==> src/rtl/cpuod_unused.sv <==
`timescale 1ns/1ps
`default_nettype none
`default_nettype wire

==> src/rtl/cpuod_pkg.sv <==
// Purpose: Shared constants for the CPU operand decoder
// Assumes: 8-bit instruction bytes, one system clock
// Notes:   Opcode map beyond the two-register add is outside this block
package cpuod_pkg;
    localparam logic [7:0]  OPC_ADD_RR      = 8'h04;
    localparam logic [3:0]  ESC_NIBBLE      = 4'hE;
    localparam logic [7:0]  RST_BYTE        = 8'h00;
    localparam logic [15:0] RST_WORD        = 16'h0000;
    localparam logic [11:0] RST_WIDE        = 12'h000;
    localparam logic [7:0]  PAIR_MAX        = 8'hFE;
    localparam logic [3:0]  WPAIR_MAX       = 4'hE;
    localparam logic [3:0]  WREG_MAX        = 4'hF;
    localparam int          BIT_W           = 3;

    typedef enum logic [2:0]
    {
        CPUOD_MODE_REG,
        CPUOD_MODE_WREG,
        CPUOD_MODE_PAIR,
        CPUOD_MODE_WPAIR,
        CPUOD_MODE_LIT,
        CPUOD_MODE_VEC,
        CPUOD_MODE_BIT
    } cpuod_mode_t;
endpackage : cpuod_pkg

==> src/rtl/cpuod_top.sv <==
// Purpose: Operand field decoder between fetch path and datapath
// Assumes: Caller presents one instruction byte per i_byte_valid pulse
// Notes:   Field decoders are registered; add sequencing is a small FSM
`timescale 1ns/1ps
`default_nettype none
module cpuod_top
(
    // Clock and reset
    input  wire logic                 i_clk_sys,
    input  wire logic                 i_nrst,
    // Instruction byte stream for the add sequencer
    input  wire logic                 i_byte_valid,
    input  wire logic [7:0]           i_byte,
    // Field decode request
    input  wire logic                 i_dec_valid,
    input  wire cpuod_pkg::cpuod_mode_t i_dec_mode,
    input  wire logic [7:0]           i_dec_byte,
    input  wire logic [7:0]           i_dec_byte2,
    input  wire logic [15:0]          i_next_pc,
    input  wire logic [11:0]          i_base_addr,
    // Add operands
    output logic                      o_add_valid,
    output logic [7:0]                o_add_src,
    output logic                      o_add_src_wreg,
    output logic [7:0]                o_add_dst,
    output logic                      o_add_dst_wreg,
    // Field decode results
    output logic                      o_dec_valid,
    output logic                      o_dec_error,
    output logic [7:0]                o_reg_addr,
    output logic                      o_reg_is_wreg,
    output logic [3:0]                o_wreg_index,
    output logic [2:0]                o_bit_pos,
    output logic                      o_polarity,
    output logic [7:0]                o_literal_byte_operand,
    output logic [7:0]                o_vector,
    output logic [15:0]               o_direct_address_operand,
    output logic [11:0]               o_wide_file_index,
    output logic [15:0]               o_jump_target,
    output logic [11:0]               o_indexed_addr
);
    import cpuod_pkg::*;

    typedef enum logic [1:0] {ST_OPC, ST_SRC, ST_DST} cpuod_state_t;
    cpuod_state_t state;

    logic       fld_is_wreg;
    logic [3:0] fld_wreg;
    logic [7:0] fld_addr;

    cpuod_reg_field u_field
    (
        .i_byte    (i_dec_byte),
        .o_is_wreg (fld_is_wreg),
        .o_wreg    (fld_wreg),
        .o_addr    (fld_addr)
    );

    logic       byte_is_wreg;
    cpuod_reg_field u_add_field
    (
        .i_byte    (i_byte),
        .o_is_wreg (byte_is_wreg),
        .o_wreg    (),
        .o_addr    ()
    );

    // Add sequencer: opcode, source, destination
    always_ff @(posedge i_clk_sys)
    begin
        if (!i_nrst)
            state <= ST_OPC;
        else if (i_byte_valid)
        begin
            case (state)
                ST_OPC: if (i_byte == OPC_ADD_RR) state <= ST_SRC;
                ST_SRC: state <= ST_DST;
                default: state <= ST_OPC;
            endcase
        end
    end

    always_ff @(posedge i_clk_sys)
    begin
        if (!i_nrst)
        begin
            o_add_valid    <= 1'b0;
            o_add_src      <= RST_BYTE;
            o_add_src_wreg <= 1'b0;
            o_add_dst      <= RST_BYTE;
            o_add_dst_wreg <= 1'b0;
        end
        else
        begin
            o_add_valid <= i_byte_valid && (state == ST_DST);
            if (i_byte_valid && state == ST_SRC)
            begin
                o_add_src      <= i_byte;
                o_add_src_wreg <= byte_is_wreg;
            end
            if (i_byte_valid && state == ST_DST)
            begin
                o_add_dst      <= i_byte;
                o_add_dst_wreg <= byte_is_wreg;
            end
        end
    end

    // Operand error per mode; odd pairs are rejected rather than rounded
    logic next_error;
    always_comb
    begin
        next_error = 1'b0;
        case (i_dec_mode)
            CPUOD_MODE_PAIR:  next_error = i_dec_byte[0];
            CPUOD_MODE_WPAIR: next_error = i_dec_byte[0] ||
                                           (i_dec_byte[7:4] != 4'h0);
            CPUOD_MODE_WREG:  next_error = (i_dec_byte[7:4] != 4'h0);
            default:          next_error = 1'b0;
        endcase
    end

    always_ff @(posedge i_clk_sys)
    begin
        if (!i_nrst)
        begin
            o_dec_valid   <= 1'b0;
            o_dec_error   <= 1'b0;
            o_reg_addr    <= RST_BYTE;
            o_reg_is_wreg <= 1'b0;
            o_wreg_index  <= 4'h0;
        end
        else
        begin
            o_dec_valid <= i_dec_valid;
            o_dec_error <= i_dec_valid && next_error;
            if (i_dec_valid)
            begin
                o_reg_addr    <= fld_addr;
                o_reg_is_wreg <= fld_is_wreg ||
                                 (i_dec_mode == CPUOD_MODE_WREG) ||
                                 (i_dec_mode == CPUOD_MODE_WPAIR);
                o_wreg_index  <= (i_dec_mode == CPUOD_MODE_WREG ||
                                  i_dec_mode == CPUOD_MODE_WPAIR) ?
                                 i_dec_byte[3:0] : fld_wreg;
            end
        end
    end

    // Small fields and wide addresses
    always_ff @(posedge i_clk_sys)
    begin
        if (!i_nrst)
        begin
            o_bit_pos                <= 3'h0;
            o_polarity               <= 1'b0;
            o_literal_byte_operand   <= RST_BYTE;
            o_vector                 <= RST_BYTE;
            o_direct_address_operand <= RST_WORD;
            o_wide_file_index        <= RST_WIDE;
            o_jump_target            <= RST_WORD;
            o_indexed_addr           <= RST_WIDE;
        end
        else if (i_dec_valid)
        begin
            o_bit_pos                <= i_dec_byte[BIT_W-1:0];
            o_polarity               <= i_dec_byte[BIT_W];
            o_literal_byte_operand   <= i_dec_byte;
            o_vector                 <= i_dec_byte;
            o_direct_address_operand <= {i_dec_byte2, i_dec_byte};
            o_wide_file_index        <= {i_dec_byte2[3:0], i_dec_byte};
            // Wraps modulo 64K, matching a 16-bit program counter
            o_jump_target            <= i_next_pc + {{8{i_dec_byte[7]}}, i_dec_byte};
            o_indexed_addr           <= i_base_addr + {{4{i_dec_byte[7]}}, i_dec_byte};
        end
    end

    // Assertions
    a_add_after_src: assert property (@(posedge i_clk_sys) disable iff (!i_nrst)
        (i_byte_valid && state == ST_OPC && i_byte == OPC_ADD_RR) |=> state == ST_SRC)
        else $error("add opcode not followed by source");
    a_add_valid_seq: assert property (@(posedge i_clk_sys) disable iff (!i_nrst)
        o_add_valid |-> o_add_dst == $past(i_byte))
        else $error("add destination mismatch");
    a_escape_flag: assert property (@(posedge i_clk_sys) disable iff (!i_nrst)
        (i_dec_valid && i_dec_byte[7:4] == 4'hE) |=> o_reg_is_wreg && o_wreg_index == $past(i_dec_byte[3:0]))
        else $error("escape not decoded");
    a_pair_odd_err: assert property (@(posedge i_clk_sys) disable iff (!i_nrst)
        (i_dec_valid && i_dec_mode == CPUOD_MODE_PAIR && i_dec_byte[0]) |=> o_dec_error)
        else $error("odd pair accepted");
    a_wpair_even: assert property (@(posedge i_clk_sys) disable iff (!i_nrst)
        (i_dec_valid && i_dec_mode == CPUOD_MODE_WPAIR && i_dec_byte == 8'h0E) |=> !o_dec_error)
        else $error("even working pair refused");
    a_wreg_range: assert property (@(posedge i_clk_sys) disable iff (!i_nrst)
        (i_dec_valid && i_dec_mode == CPUOD_MODE_WREG && i_dec_byte[7:4] != 4'h0) |=> o_dec_error)
        else $error("working register above 15 accepted");
    a_rel_target: assert property (@(posedge i_clk_sys) disable iff (!i_nrst)
        (i_dec_valid && i_dec_byte == 8'h80) |=> o_jump_target == $past(i_next_pc) - 16'h0080)
        else $error("relative -128 wrong");
    a_idx_addr: assert property (@(posedge i_clk_sys) disable iff (!i_nrst)
        (i_dec_valid && i_dec_byte == 8'h7F) |=> o_indexed_addr == $past(i_base_addr) + 12'h07F)
        else $error("index +127 wrong");
    a_direct_word: assert property (@(posedge i_clk_sys) disable iff (!i_nrst)
        i_dec_valid |=> o_direct_address_operand == {$past(i_dec_byte2), $past(i_dec_byte)})
        else $error("direct address wrong");
endmodule : cpuod_top
`default_nettype wire

==> src/rtl/cpuod_reg_field.sv <==
// Purpose: Decode one 8-bit register byte into file or working register
// Assumes: Byte is valid when sampled by the caller
// Notes:   Purely combinational
`timescale 1ns/1ps
`default_nettype none
module cpuod_reg_field
(
    // Raw byte
    input  wire logic [7:0] i_byte,
    // Decoded
    output logic            o_is_wreg,
    output logic [3:0]      o_wreg,
    output logic [7:0]      o_addr
);
    import cpuod_pkg::*;
    // Upper nibble 1110 escapes to working register low nibble
    assign o_is_wreg = (i_byte[7:4] == ESC_NIBBLE);
    assign o_wreg    = i_byte[3:0];
    assign o_addr    = i_byte;
endmodule : cpuod_reg_field
`default_nettype wire

==> config.mk <==
export PLATFORM = sky130hd
export DESIGN_NAME = cpuod_top
export DESIGN_NICKNAME = d
export VERILOG_FILES = /design/src/rtl/cpuod_unused.sv /design/src/rtl/cpuod_pkg.sv /design/src/rtl/cpuod_top.sv /design/src/rtl/cpuod_reg_field.sv
export SDC_FILE = /design/constraint.sdc
export NUM_CORES = 1
export LEC_CHECK = 0
export BUFFER_PORTS_ARGS = -buffer_cell sky130_fd_sc_hd__buf_2
export CORE_ASPECT_RATIO = 0.6
export CORE_MARGIN = 5
export CORE_UTILIZATION = 54
export DETAILED_ROUTE_END_ITERATION = 7
export PLACE_DENSITY = 0.84
export SLEW_MARGIN = 15
export SYNTH_ARGS = -nofsm -noshare
export SYNTH_HDL_FRONTEND = slang
export SYNTH_HIERARCHICAL = 1
export SYNTH_SLANG_ARGS = --single-unit
==> constraint.sdc <==
create_clock -name i_clk_sys -period 4.3 [get_ports i_clk_sys]
set_clock_uncertainty 0.1 [all_clocks]
set_input_delay 0.215 -clock i_clk_sys [delete_from_list [all_inputs] [get_ports i_clk_sys]]
set_output_delay 0.215 -clock i_clk_sys [all_outputs]
set_load 0.02 [all_outputs]
==> results.yml <==
outcome:
  status: "completed"
floorplan:
  start_util: 0.565
  chipWidth_um: 128
  ios: 169
  dieArea_sq_um: 10400
  fp-row-count: 25
  core_area_sq_um: 8040
  die_h_um: 81.1
global_route:
  busiest_layer: "met2"
  grt_pass1_wl_um: 21100
  met3_usage: 0.0729
  gr-total-overflow: 0
  grtUsageMet2: 0.409
  use_met1: 0.344
  first_global_vias: 4184
  grt_antenna_before_repair: 0
  grt_max_degree: 68
  grt_use_total: 0.256
clock_network:
  numClockSinks: 80
  cts_hold_buf: 1
  clk_path_buf_depth: 2
  cts_setup_buffers: 0
  numCtsBuffers: 9
  post_cts_resized: 0
  clk_pin_slew_ps: 60
  insertion_delay_ps: 340
  cts_root_buf: "clkbuf_16"
  tritoncts: "done"
  htree_levels: 3
sta:
  fin_crit_ps: 2100
  max_freq_ghz: 0.476
  fin_crit_sh: 0.488
  slew_violations: 0
  setup_viol: 0
  rsz0062_at_grt: "no"
  relSlewSlack: 0.375
  tns_ps: 0
  layout_setup_ws_ps: 2200
  hold_ws_ps: 13.1
  worstMarginPinSlew_ps: 938
  final-hold-violation-count: 0
drt:
  dr.pass1.iters: 5
  vias_per_cell: 5.79
  wl_um: 13200
  drt_iter0_markers: 387
  ant_nets: 0
  drc: 0
  avgRoutedWirePerCell_um: 17.9
  vias: 4272
yosys:
  syn_inst: 511
  syn_area_sq_um: 4540
  syn_area_per_cell_sq_um: 8.89
  synth_warnings: 6
  syn_nets: 598
finish:
  antenna_cells: 0
  fin_util: 0.675
  fillers: 624
  area_delta_synth_final_pct: 19.4
  drive_gt1_frac: 0.314
  finalNetCount: 712
power_and_ir_drop:
  p_leak_nw: 2.75
  pwr_density_cell_nw_per_um2: 386
  peakVddDrop_v: 0.000208
  finalPower_mw: 2.09
place:
  port_buffers: 168
  place_ws_ps: 1880
  place.gp.congestion: 0.885
  post-dp-hpwl_um: 9910
worst_hold_path:
  holdPathStages: 3
  hp-class: "input pin to flip-flop"
setup_path:
  cp_max_fo: 7
  r2r_cells: 4
  crit_arrival_ps: 2230
  r2r_slack_ps: 2590
  crit_required_ps: 4430
  critPathKind: "input pin to flip-flop"
  end_kind: "flip-flop"
  critPathLaunchType: "input pin"
job:
  drv_cap: 0
path summary, 6_finish.rpt:
check | end | startpoint
max | o_indexed_addr[10] | i_dec_byte[0]
min | o_direct_address_operand[15] | i_dec_byte2[7]
max reg2reg | o_add_src[7] | state[1]
min reg2reg | o_add_src[2] | o_add_src[2]
routing by layer:
metal	part of all wire	wire, um	vias to the layer above
li1	-	-	2022
met1	0.44	5810	1993
met2	0.44	5860	230
met3	0.10	1330	27
met4	0.017	221	0
met5	0	0	-
power by group:
part	internal [mW]	total, mW	switching (mW)
registers	0.787	0.816	0.0295
clock network	0.456	0.781	0.325
logic	0.187	0.495	0.308
layout make-up:
type | count | area, sq um | area share
repair buffers | 171 | 866 | 0.160
multi-input cells | 353 | 2480 | 0.457
clock inverters | 7 | 80.1 | 0.0148
flip-flops and latches | 80 | 1600 | 0.295
well taps | 108 | 135 | 0.0249
inverters | 10 | 37.5 | 0.00692
clock buffers | 9 | 225 | 0.0415
critical path: stages:
cell,delay [ps]
buf_2,150
ha_1,250
fa_1,420
a21o_1,240
a221oi_2,310
o32ai_1,180
mux2i_1,150
a311o_1,320
sequential cells by signal, summed over array words and instances (netlist names):
signal / flops
o_add_valid: 1
o_add_src: 8
o_dec_error: 1
o_dec_valid: 1
o_add_src_wreg: 1
o_reg_addr: 8
o_vector: 5
o_indexed_addr: 12
state: 2
o_add_dst: 8
o_reg_is_wreg: 1
o_wreg_index: 4
o_bit_pos: 2
o_add_dst_wreg: 1
o_direct_address_operand: 9
o_jump_target: 16
cell usage in the layout, fill, tap and decap left out, drive strengths merged, types with 10 or more instances in the layout:
cell and n:
a211oi 13, a21o 10, a21oi 30, buf 170
dfxtp 80, ha 26, inv 12, mux2i 49
nand2 25, nand3 23, nor2 66, o21ai 17
xnor2 10
per-stage QoR:
step / instance area (sq um) / instances
2_1_floorplan: 4540 / 511
3_3_place_gp: 5110 / 721
3_5_place_dp: 5110 / 721
4_1_cts: 5430 / 738
5_1_grt: 5430 / 738
6_report: 5430 / 738
Power figures use the tool's default switching activity.
